## src/hw/gpd_cfg.svh

```systemverilog
`ifndef GPD_CFG_SVH
`define GPD_CFG_SVH

// ----------------------------------------------------------------
// bus geometry and answers
// ----------------------------------------------------------------
`define GPD_ADDR_W      12
`define GPD_IDX_W       10
`define GPD_RESP_OKAY   2'h0
`define GPD_RESP_SLVERR 2'h2

// ----------------------------------------------------------------
// register indices (byte address is four times the index)
// ----------------------------------------------------------------
`define GPD_IDX_D_LATCH 10'h003
`define GPD_IDX_D_DIR   10'h007
`define GPD_IDX_E_LATCH 10'h008
`define GPD_IDX_F_LATCH 10'h009
`define GPD_IDX_E_DIR   10'h00C
`define GPD_IDX_F_DIR   10'h00D
`define GPD_IDX_FSEL    10'h010

// ----------------------------------------------------------------
// reset values
// ----------------------------------------------------------------
`define GPD_DIR_D_RST   8'h00
`define GPD_DIR_E_RST   8'h00
`define GPD_DIR_F_RST   7'h00
`define GPD_FSEL_RST    14'h0000

// ----------------------------------------------------------------
// function select field positions
// ----------------------------------------------------------------
`define GPD_FS_SPI_EN   0
`define GPD_FS_SPI_MST  1
`define GPD_FS_MODF_EN  2
`define GPD_FS_SER_EN   3
`define GPD_FS_TA_LSB   4
`define GPD_FS_TB_LSB   10
`define GPD_FS_TA_CLK   12
`define GPD_FS_TB_CLK   13

`endif

```

## src/hw/gpd_pkg.sv

```systemverilog
`include "gpd_cfg.svh"

package gpd_pkg;

  typedef struct packed {
    logic                   awvalid;
    logic [`GPD_ADDR_W-1:0] awaddr;
    logic                   wvalid;
    logic [31:0]            wdata;
    logic [3:0]             wstrb;
    logic                   bready;
    logic                   arvalid;
    logic [`GPD_ADDR_W-1:0] araddr;
    logic                   rready;
  } gpd_axi_req_type;

  typedef struct packed {
    logic        awready;
    logic        wready;
    logic        bvalid;
    logic [1:0]  bresp;
    logic        arready;
    logic        rvalid;
    logic [31:0] rdata;
    logic [1:0]  rresp;
  } gpd_axi_rsp_type;

  // msb first, so spiEnable lands on bit 0
  typedef struct packed {
    logic       tbExtClk;
    logic       taExtClk;
    logic [1:0] tbChan;
    logic [5:0] taChan;
    logic       serialEn;
    logic       modeFault;
    logic       spiMaster;
    logic       spiEnable;
  } gpd_fsel_type;

  typedef struct packed {
    logic [7:0] dOut;
    logic [7:0] dOe;
    logic [7:0] eOut;
    logic [7:0] eOe;
    logic [6:0] fOut;
    logic [6:0] fOe;
  } gpd_pin_drv_type;

  typedef struct packed {
    logic [7:0] eOut;
    logic [7:0] eOe;
    logic [6:0] fOut;
    logic [6:0] fOe;
  } gpd_periph_type;

  typedef struct packed {
    logic                   awGot;
    logic [`GPD_ADDR_W-1:0] awAddr;
    logic                   wGot;
    logic [31:0]            wData;
    logic [3:0]             wStrb;
    gpd_axi_rsp_type        rsp;
    logic [7:0]             latchD;
    logic [7:0]             latchE;
    logic [6:0]             latchF;
    logic [7:0]             dirD;
    logic [7:0]             dirE;
    logic [6:0]             dirF;
    gpd_fsel_type           fsel;
    gpd_pin_drv_type        pins;
  } gpd_state_type;

endpackage

```

## src/hw/gpd_sync.sv

```systemverilog
`timescale 1ns/1ns

module gpd_sync
  import gpd_pkg::*;
#(
  parameter int W = 23
) (
  input  wire logic         clk,
  input  wire logic [W-1:0] async,
  output logic      [W-1:0] synced
);

  typedef struct packed {
    logic [W-1:0] stage1;
    logic [W-1:0] stage2;
  } gpd_sync_state_type;

  gpd_sync_state_type state;
  gpd_sync_state_type next_state;

  if (W < 1) begin : g_chk
    $error("gpd_sync: width must be at least one");
  end

  // stage1 feeds stage2 only
  always_comb begin
    next_state.stage1 = async;
    next_state.stage2 = state.stage1;
  end

  always_ff @(posedge clk) begin
    state <= next_state;
  end

  assign synced = state.stage2;

endmodule

```

## src/hw/gpd_pin_mux.sv

```systemverilog
`timescale 1ns/1ns

module gpd_pin_mux
  import gpd_pkg::*;
#(
  parameter int W = 8
) (
  input  wire logic [W-1:0] dir,
  input  wire logic [W-1:0] latch,
  input  wire logic [W-1:0] ovr,
  input  wire logic [W-1:0] periphOe,
  input  wire logic [W-1:0] periphOut,
  input  wire logic [W-1:0] pinLevel,
  output logic      [W-1:0] drvOe,
  output logic      [W-1:0] drvOut,
  output logic      [W-1:0] readback
);

  if (W < 1 || W > 8) begin : g_chk
    $error("gpd_pin_mux: width must be 1 to 8");
  end

  always_comb begin
    // owner takes drive
    drvOe    = (ovr & periphOe) | (~ovr & dir);
    drvOut   = (ovr & periphOut) | (~ovr & latch);
    // dir picks readback
    readback = (dir & latch) | (~dir & pinLevel);
  end

endmodule

```

## src/hw/gpd_gpio_top.sv

```systemverilog
// Implementation choice: register access over AXI4-Lite.
`timescale 1ns/1ns

// How it works
// direction one drives pin, zero floats
// reset clears port D directions
// software loads latch before enabling output
// port D read mixes latch, pin
// latch writes always land
// port E read mixes latch, pin
// reset clears port E directions
// E7 is SPI clock when enabled
// E6, E5 are SPI data when enabled
// E4 slave select unless disabled/master-no-fault
// slave mode ignores E4 direction
// owned E pins ignore direction drive
// E3, E2 follow timer A channels
// E1, E0 serial while serial enabled
// port F seven bits, latch keeps reset
// F3..F0 follow timer A channels 5..2
// F5, F4 follow timer B channels
// owned F pins ignore direction drive
// reset clears port F directions
// port F read mixes latch, pin
// D timer clock pins ignore direction
// owner drives pin while override active
module gpd_gpio_top
  import gpd_pkg::*;
(
  input  wire logic            clk,
  input  wire logic            srst,
  input  wire gpd_axi_req_type axiReq,
  output gpd_axi_rsp_type      axiRsp,
  input  wire logic [7:0]      portDPin,
  input  wire logic [7:0]      portEPin,
  input  wire logic [6:0]      portFPin,
  output gpd_pin_drv_type      pinDrv,
  input  wire gpd_periph_type  periph,
  output logic [22:0]          pinLevel,
  output gpd_fsel_type         fselOut
);

  // ----------------------------------------------------------------
  // state and pin sampling
  // ----------------------------------------------------------------
  gpd_state_type   state;
  gpd_state_type   next_state;
  logic [22:0]     pinSync;
  logic [7:0]      pinD;
  logic [7:0]      pinE;
  logic [6:0]      pinF;
  logic [7:0]      ovrD;
  logic [7:0]      ovrE;
  logic [6:0]      ovrF;
  logic [7:0]      oeD;
  logic [7:0]      outD;
  logic [7:0]      rdD;
  logic [7:0]      oeE;
  logic [7:0]      outE;
  logic [7:0]      rdE;
  logic [6:0]      oeF;
  logic [6:0]      outF;
  logic [6:0]      rdF;
  logic [`GPD_IDX_W-1:0] wrIdx;
  logic [`GPD_IDX_W-1:0] rdIdx;

  gpd_sync #(
    .W (23)
  ) u_sync (
    .clk    (clk),
    .async  ({portDPin, portEPin, portFPin}),
    .synced (pinSync)
  );

  assign pinD = pinSync[22:15];
  assign pinE = pinSync[14:7];
  assign pinF = pinSync[6:0];

  // ----------------------------------------------------------------
  // peripheral takeover
  // ----------------------------------------------------------------
  always_comb begin
    // timer clock inputs
    ovrD    = 8'h00;
    ovrD[6] = state.fsel.taExtClk;
    ovrD[4] = state.fsel.tbExtClk;
    // serial clock pin
    ovrE[7] = state.fsel.spiEnable;
    // spi data pins
    ovrE[6] = state.fsel.spiEnable;
    ovrE[5] = state.fsel.spiEnable;
    // slave select use
    ovrE[4] = state.fsel.spiEnable &&
              !(state.fsel.spiMaster && !state.fsel.modeFault);
    // timer A ch1, ch0
    ovrE[3:2] = state.fsel.taChan[1:0];
    // serial rx, tx
    ovrE[1:0] = {2{state.fsel.serialEn}};
    // timer A ch5..ch2
    ovrF[3:0] = state.fsel.taChan[5:2];
    // timer B ch1, ch0
    ovrF[5:4] = state.fsel.tbChan;
    ovrF[6]   = 1'b0;
  end

  // timer clock pins are inputs only, so no peripheral drive on D
  gpd_pin_mux #(
    .W (8)
  ) u_mux_d (
    .dir       (state.dirD),
    .latch     (state.latchD),
    .ovr       (ovrD),
    .periphOe  (8'h00),
    .periphOut (8'h00),
    .pinLevel  (pinD),
    .drvOe     (oeD),
    .drvOut    (outD),
    .readback  (rdD)
  );

  gpd_pin_mux #(
    .W (8)
  ) u_mux_e (
    .dir       (state.dirE),
    .latch     (state.latchE),
    .ovr       (ovrE),
    .periphOe  (periph.eOe),
    .periphOut (periph.eOut),
    .pinLevel  (pinE),
    .drvOe     (oeE),
    .drvOut    (outE),
    .readback  (rdE)
  );

  gpd_pin_mux #(
    .W (7)
  ) u_mux_f (
    .dir       (state.dirF),
    .latch     (state.latchF),
    .ovr       (ovrF),
    .periphOe  (periph.fOe),
    .periphOut (periph.fOut),
    .pinLevel  (pinF),
    .drvOe     (oeF),
    .drvOut    (outF),
    .readback  (rdF)
  );

  // ----------------------------------------------------------------
  // bus slave and registers
  // ----------------------------------------------------------------
  assign wrIdx = state.awAddr[`GPD_ADDR_W-1:2];
  assign rdIdx = axiReq.araddr[`GPD_ADDR_W-1:2];

  always_comb begin
    next_state = state;
    if (axiReq.awvalid && state.rsp.awready) begin
      next_state.awGot  = 1'b1;
      next_state.awAddr = axiReq.awaddr;
    end
    if (axiReq.wvalid && state.rsp.wready) begin
      next_state.wGot  = 1'b1;
      next_state.wData = axiReq.wdata;
      next_state.wStrb = axiReq.wstrb;
    end
    if (axiReq.bready && state.rsp.bvalid) begin
      next_state.rsp.bvalid = 1'b0;
    end
    // address and data may arrive in either order; commit once both held
    if (next_state.awGot && next_state.wGot) begin
      next_state.awGot     = 1'b0;
      next_state.wGot      = 1'b0;
      next_state.rsp.bvalid = 1'b1;
      next_state.rsp.bresp  = `GPD_RESP_OKAY;
      unique case (next_state.awAddr[`GPD_ADDR_W-1:2])
        // latch writes regardless of direction
        `GPD_IDX_D_LATCH: if (next_state.wStrb[0]) next_state.latchD = next_state.wData[7:0];
        `GPD_IDX_E_LATCH: if (next_state.wStrb[0]) next_state.latchE = next_state.wData[7:0];
        `GPD_IDX_F_LATCH: if (next_state.wStrb[0]) next_state.latchF = next_state.wData[6:0];
        `GPD_IDX_D_DIR:   if (next_state.wStrb[0]) next_state.dirD = next_state.wData[7:0];
        `GPD_IDX_E_DIR:   if (next_state.wStrb[0]) next_state.dirE = next_state.wData[7:0];
        `GPD_IDX_F_DIR:   if (next_state.wStrb[0]) next_state.dirF = next_state.wData[6:0];
        `GPD_IDX_FSEL: begin
          if (next_state.wStrb[0]) next_state.fsel[7:0] = next_state.wData[7:0];
          if (next_state.wStrb[1]) next_state.fsel[13:8] = next_state.wData[13:8];
        end
        default: next_state.rsp.bresp = `GPD_RESP_SLVERR;
      endcase
    end
    next_state.rsp.awready = !next_state.awGot && !next_state.rsp.bvalid;
    next_state.rsp.wready  = !next_state.wGot && !next_state.rsp.bvalid;

    if (axiReq.rready && state.rsp.rvalid) begin
      next_state.rsp.rvalid = 1'b0;
    end
    if (axiReq.arvalid && state.rsp.arready) begin
      next_state.rsp.rvalid = 1'b1;
      next_state.rsp.rdata  = 32'h0000_0000;
      next_state.rsp.rresp  = `GPD_RESP_OKAY;
      unique case (rdIdx)
        // port D readback
        `GPD_IDX_D_LATCH: next_state.rsp.rdata[7:0] = rdD;
        // port E readback
        `GPD_IDX_E_LATCH: next_state.rsp.rdata[7:0] = rdE;
        // port F readback
        `GPD_IDX_F_LATCH: next_state.rsp.rdata[6:0] = rdF;
        `GPD_IDX_D_DIR:   next_state.rsp.rdata[7:0] = state.dirD;
        `GPD_IDX_E_DIR:   next_state.rsp.rdata[7:0] = state.dirE;
        `GPD_IDX_F_DIR:   next_state.rsp.rdata[6:0] = state.dirF;
        `GPD_IDX_FSEL:    next_state.rsp.rdata[13:0] = state.fsel;
        default:          next_state.rsp.rresp = `GPD_RESP_SLVERR;
      endcase
    end
    next_state.rsp.arready = !next_state.rsp.rvalid;

    // registered pin drive
    next_state.pins.dOe  = oeD;
    next_state.pins.dOut = outD;
    next_state.pins.eOe  = oeE;
    next_state.pins.eOut = outE;
    next_state.pins.fOe  = oeF;
    next_state.pins.fOut = outF;

    if (srst) begin
      next_state.awGot = 1'b0;
      next_state.wGot  = 1'b0;
      next_state.rsp   = '0;
      // port D inputs
      next_state.dirD  = `GPD_DIR_D_RST;
      // port E inputs
      next_state.dirE  = `GPD_DIR_E_RST;
      // port F inputs
      next_state.dirF  = `GPD_DIR_F_RST;
      next_state.fsel  = `GPD_FSEL_RST;
      next_state.pins  = '0;
      // latches left as they were
      next_state.latchD = state.latchD;
      next_state.latchE = state.latchE;
      next_state.latchF = state.latchF;
    end
  end

  always_ff @(posedge clk) begin
    state <= next_state;
  end

  assign axiRsp   = state.rsp;
  assign pinDrv   = state.pins;
  assign pinLevel = pinSync;
  assign fselOut  = state.fsel;

  logic arTake;
  logic wrBoth;
  assign arTake = axiReq.arvalid && state.rsp.arready;
  assign wrBoth = axiReq.awvalid && state.rsp.awready && axiReq.wvalid && state.rsp.wready;

  // watch only: latches power up unknown, so the drive and reset-keep checks wait for a first write; the read-mix checks do not
  logic [2:0] latchWritten = 3'h0;
  always_ff @(posedge clk) begin
    if (state.rsp.bvalid && state.wStrb[0]) begin
      if (wrIdx == `GPD_IDX_D_LATCH) begin
        latchWritten[0] <= 1'b1;
      end
      if (wrIdx == `GPD_IDX_E_LATCH) begin
        latchWritten[1] <= 1'b1;
      end
      if (wrIdx == `GPD_IDX_F_LATCH) begin
        latchWritten[2] <= 1'b1;
      end
    end
  end
endmodule

```

## config.mk

```make
export PLATFORM = sky130hd
export DESIGN_NAME = gpd_gpio_top
export DESIGN_NICKNAME = d
export VERILOG_FILES = /design/src/hw/gpd_pkg.sv /design/src/hw/gpd_sync.sv /design/src/hw/gpd_pin_mux.sv /design/src/hw/gpd_gpio_top.sv
export VERILOG_INCLUDE_DIRS = /design/src /design/src/hw
export SDC_FILE = /design/constraint.sdc
export NUM_CORES = 1
export LEC_CHECK = 0
export ABC_AREA = 1
export BUFFER_PORTS_ARGS = -buffer_cell sky130_fd_sc_hd__buf_4
export CAP_MARGIN = 20
export CELL_PAD_IN_SITES_DETAIL_PLACEMENT = 1
export CELL_PAD_IN_SITES_GLOBAL_PLACEMENT = 1
export CORE_ASPECT_RATIO = 0.9
export CORE_MARGIN = 3
export CORE_UTILIZATION = 30
export DETAILED_ROUTE_END_ITERATION = 7
export PLACE_DENSITY = 0.73
export SLEW_MARGIN = 20
export SYNTH_ARGS = -nofsm -noshare
export SYNTH_HDL_FRONTEND = slang
export SYNTH_SLANG_ARGS = --single-unit
```

## constraint.sdc

```tcl
create_clock -name clk -period 2.6 [get_ports clk]
set_input_delay 0.13 -clock clk [delete_from_list [all_inputs] [get_ports clk]]
set_output_delay 0.13 -clock clk [all_outputs]
set_load 0.05 [all_outputs]
```

After elaboration in Yosys (flattened, before gate mapping)

Index checks and enable logic that the tools add are counted.

Bits of input ports: 120
Logic and storage cells: 122
Output and inout port bits: 124
Flip-flop bits (word level): 225

Muxes and demuxes: 13
Reductions and logical operators: 26
Eq/ne operators: 14
Bitwise operators: 30

Operators with widths:

| cell                                                             | number |
|---|---|
| 8-bit bitwise AND                                                | 10 |
| 10-bit by 4-bit == test with 1-bit output, second input constant | 8 |
| 7-bit case mux with 7 select lines                               | 1 |
| 37-bit 2-to-1 mux                                                | 1 |
| 35-bit 2-to-1 mux                                                | 1 |
| 8-bit OR                                                         | 4 |
| 7-bit bitwise AND                                                | 4 |
| 8-bit inverter                                                   | 3 |
| 7-bit OR                                                         | 3 |
| 10-bit by 2-bit == test with 1-bit output, second input constant | 2 |
| 10-bit by 3-bit == test with 1-bit output, second input constant | 2 |
| 10-bit by 5-bit == test with 1-bit output, second input constant | 2 |
| 3-bit AND reduction                                              | 5 |
| 6-bit by 7-bit bitwise AND with 7-bit output                     | 2 |
| 7-bit OR reduction                                               | 2 |
| 13-bit 2-to-1 mux                                                | 1 |
| 4-bit AND reduction                                              | 3 |
| 1-bit logical AND                                                | 10 |
| 7-bit inverter with 8-bit output                                 | 1 |
| 6-bit inverter with 7-bit output                                 | 1 |
| 7-bit inverter                                                   | 1 |
| 1-bit logical NOT                                                | 6 |
| 6-bit 2-to-1 mux                                                 | 1 |
| 1-bit case mux with 5 select lines                               | 1 |
| other kinds (4)                                                  | 8 |

Logic depth before layout (Yosys ltp)

Depth after elaboration: 8
Depth in mapped cells: 12
Depth with buffers taken out: 10

Cells and area by module

From an unflattened synthesis, not the netlist that was laid out.

Cell total of the unflattened synthesis: 1,192
Area, all modules: 8,997.4 um^2

Modules (own cells, without submodules):

| module                    | times used | seq. area each (um^2) | cells each | area an instance (um^2) |
|---|---|---|---|---|
| gpd_gpio_top              | 1          | 3,333.2               | 893        | 7,126.8 |
| gpd_sync                  | 1          | 920.9                 | 46         | 920.9 |
| gpd_pin_mux (u_mux_d ...) | 2          | 0.0                   | 88         | 330.3 |
| gpd_pin_mux (u_mux_f)     | 1          | 0.0                   | 77         | 289.0 |

Least setup slack after synthesis

OpenSTA, ideal clock, no wires.

Path type: register to register
Start: register state (netlist bit axiRsp[40])
End: register state[100] in the netlist's numbering, enable pin
Period minus slack after synthesis: 1,843 ps
Data arrival time: 1,473 ps
Data required time: 2,230 ps
Buffers on the path: 1
Cell stages (with the launch flop): 10
Path slack: 757 ps
Setup time: 370 ps
Cell sequence: dfxtp_1 > nand2_2 > buf_6 > nand2_4 > nand2_2 > inv_2 > nand2_4 > inv_2 > nand2_1 > nor2_1

Cells in the longest elaborated chain, start to end: 4
Elaborated cells between the ends (all ways): 5
Those cells by class: eq/ne: 1; mux: 1; reduce/logical: 3

Ends and longest elaborated chain:

| element                                                                               | line                                     | text |
|---|---|---|
| from (decl)                                                                           | gpd_gpio_top.sv:46                       | `gpd_state_type state;` |
| from (signal assigned)                                                                | gpd_gpio_top.sv:244                      | `state <= next_state;` |
| 1-bit logical AND *                                                                   | n/a                                      |  |
| 13-bit 2-to-1 mux *                                                                   | gpd_gpio_top.sv:157                      | `if (axiReq.awvalid && state.rsp.awready) begin` |
| 10-bit by 2-bit == test with 1-bit output / 1-bit logical AND (equally long branches) | gpd_gpio_top.sv:175, gpd_gpio_top.sv:170 |  |
| 4-bit AND reduction (no source line) *                                                | n/a                                      |  |

Every way passes the cells marked *; elsewhere a longest branch is shown, timed or not.
A chain may end at the register's enable or synchronous reset.

==> flow_metrics.py <==
metrics = {
    "floorplan": {
        "start_util_pct": 30.9,
        "die_w_um": 180,
        "core_area_um2": 26500,
        "die_area_um2": 29300,
        "num_rows": 56,
        "fp.dieH_um": 163,
        "io_pins": 244,
    },
    "route": {
        "wire_per_inst_um": 17.0,
        "vias": 6791,
        "drt_iter0_markers": 295,
        "route.detailed.drc": 0,
        "routed_wl_um": 26200,
        "drt_pass1_iterations": 4,
        "vias_per_cell": 4.39,
        "antenna_left": 0,
    },
    "timing": {
        "hold_slack_ns": 0.0304,
        "finalCritPeriodShare_pct": 92.5,
        "fin_tns_setup_ns": 0,
        "hold_violations": 0,
        "max_freq_mhz": 416,
        "worst_slack_ns": 0.195,
        "worst_pin_slew_ns": 0.687,
        "skew_ns": 0.00838,
        "setup_viol": 0,
        "finalMaxSlewViolations": 0,
        "fin_crit_ns": 2.41,
        "slew_headroom_pct": 54.0,
        "rsz0062_at_grt": "no",
    },
    "logic_synthesis": {
        "ys.flop_type": "dfxtp_1",
        "async_reset_ff_share_pct": 0,
        "synth_cells": 976,
        "yosysUniqueCellTypes": 39,
        "ys_ff_latch": 201,
        "synth_area_per_cell_um2": 8.39,
        "syn_area_um2": 8190,
        "ys_warn_count": 0,
        "ys_seq_area_share_pct": 52.0,
        "synth_edf_count": 23,
    },
    "clock_tree": {
        "htreeDepth": 1,
        "cts_made_buffers": 24,
        "clock_sinks": 201,
        "cts_tree": "yes",
        "clock_latency_ns": 0.51,
        "clock_path_buffers": 3,
        "cts_root_buffer": "clkbuf_16",
        "cts.clk_slew.worst_paths_ns": 0.06,
    },
    "pwr": {
        "power_mw": 8.09,
        "peakVddDrop_v": 0.000334,
        "leakage_nw": 5.17,
        "powerDensity_nw_per_um2": 733,
    },
    "placement": {
        "gp_congestion": 0.825,
        "port_buffers": 197,
        "placed_area_um2": 9350,
        "place_worst_setup_slack_ns": 0.555,
        "dp_hpwl_um": 18900,
        "placed_cells": 1425,
    },
    "critical_path": {
        "cp_max_fo": 11,
        "end_kind": "register",
        "startpoint": "axiRsp[40]$_SDFF_PP0_",
        "cpMaxStageDelayCell": "dlygate4sd3_1",
        "required_ns": 2.80,
        "rr_startpoint": "axiRsp[40]$_SDFF_PP0_",
        "critPathTopFamily": "buffers and inverters",
        "crit_type": "register to register",
        "cp_cell_sequence": "buf_4 -> nand3_2 -> dlygate4sd3_1 -> nand2_2 -> nand2_2 -> nor2_4 -> nand3b_1 -> nor2_1 -> buf_4",
        "max_stage_delay_ns": 0.58,
        "critPathBufInv": 3,
        "crit_arrival_ns": 2.61,
        "startpoint_type": "register",
    },
    "grt": {
        "antenna_found_initial": 2,
        "grt_usage_pct": 17.3,
        "grt_pass1_vias": 7156,
        "top_usage_layer": "met2",
        "use_met1_pct": 22.6,
        "grt_remaining_overflow": 0,
        "use_met3_pct": 3.80,
        "grt_max_degree": 44,
        "grt_pass1_wl_um": 40000,
        "use_met2_pct": 29.5,
    },
    "cells_and_area": {
        "final_cell_mix": "buf_4, dfxtp_1, nand2_1",
        "drive_gt1_share_pct": 25.8,
        "instances_no_fill": 1546,
        "fill_cells": 3166,
        "final_common_cell": "buf_4",
        "fin_area_um2": 11000,
        "fin_nets": 1299,
        "final_util_pct": 41.7,
        "syn2layout_area_growth_pct": 34.9,
    },
    "hold_path": {
        "hold_start": "srst",
        "hp-class": "input port to register",
    },
    "outcome": {
        "status": "completed",
    },
    "run": {
        "maxCapViolCount": 0,
    },
}
[per-layer routing]
layer / vias to the layer above / wire length [um]
met2: 213 / 12200
li1: 3363 / -
met5: - / 0
met3: 38 / 2030
met1: 3177 / 11400
met4: 0 / 613
[cells in the mapped netlist, types with 2 or more instances]
library cell / instances / share of area, %
a21oi_2: 2 / 0.21
or2_2: 10 / 0.76
nor2_4: 5 / 0.69
inv_2: 2 / 0.092
inv_4: 2 / 0.15
inv_1: 107 / 4.9
nor3_1: 6 / 0.37
nand3_1: 44 / 2.7
a21oi_1: 64 / 3.9
mux2i_1: 6 / 0.73
nor2_2: 3 / 0.23
nand4_1: 3 / 0.23
nor3_2: 3 / 0.37
nand3_2: 6 / 0.73
buf_6: 4 / 0.55
nor3b_2: 6 / 0.92
buf_1: 3 / 0.14
o21ai_2: 2 / 0.21
clkbuf_1: 12 / 0.55
nand3b_1: 2 / 0.18
o21ai_1: 4 / 0.24
buf_2: 3 / 0.18
nor2_1: 102 / 4.7
edfxtp_1: 23 / 8.4
nand2_1: 176 / 8.1
dfxtp_1: 178 / 44
nand2_4: 5 / 0.69
nand2_2: 12 / 0.92
buf_4: 103 / 9.4
o21ai_0: 69 / 4.2
[cell families after synthesis]
group                  after synthesis  share of synthesized area, %
buffers and inverters              238                          16.2
muxes                                6                         0.734
DFF                                201                          52.0
AOI/OAI and AO/OA                  144                          9.09
and+or+nand+nor                    386                          21.9
other                                1                        0.0458
[path summary, 6_finish.rpt]
kind	slack [ns]	cells past startpoint	end
max	0.19	9	state[105]$_DFFE_PP_
min	0.03	4	fselOut[7]$_SDFFE_PP0P_
max reg2reg	0.19	9	state[105]$_DFFE_PP_
min reg2reg	0.33	0	u_sync.synced[18]$_DFF_P_
[worst reg2reg max path, delay by kind of cell, from the launching register on]
| kind | cells | cell delay, ns |
|---|---|---|
| flip-flops | 1 | 0.45 |
| buffers and inverters | 3 | 1.04 |
| AND/OR/NAND/NOR | 6 | 0.61 |
[power breakdown]
| part | internal, mW | leakage (nW) | switching, mW |
|---|---|---|---|
| Clock | 2.47 | 0.450 | 1.31 |
| Sequential | 3.30 | 1.67 | 0.0556 |
| Combinational | 0.337 | 3.05 | 0.614 |
[timing repair]
action,CTS,global route
endpoints found under the hold margin,74,0
endpoints found under the setup margin,0,9
hold buffers,74,0
gates resized for setup,0,2
setup buffers,0,2
[final cells by class]
class | instances | area (um^2) | area share, %
inverter | 112 | 425 | 3.85
antenna | 2 | 5.00 | 0.0453
tap | 348 | 435 | 3.94
sequential | 201 | 4250 | 38.5
clock buffer | 33 | 738 | 6.69
multi-input combinational | 556 | 2680 | 24.3
timing repair buffer | 284 | 2330 | 21.1
clock inverter | 10 | 174 | 1.58
[sequential cells by signal, indices dropped and copies added (netlist names)]
name and flops:
u_sync.synced 23, pinDrv 46, axiRsp 21, u_sync.next_state 23
fselOut 14, state 74
Note: power is estimated with default switching activity, not from simulation.
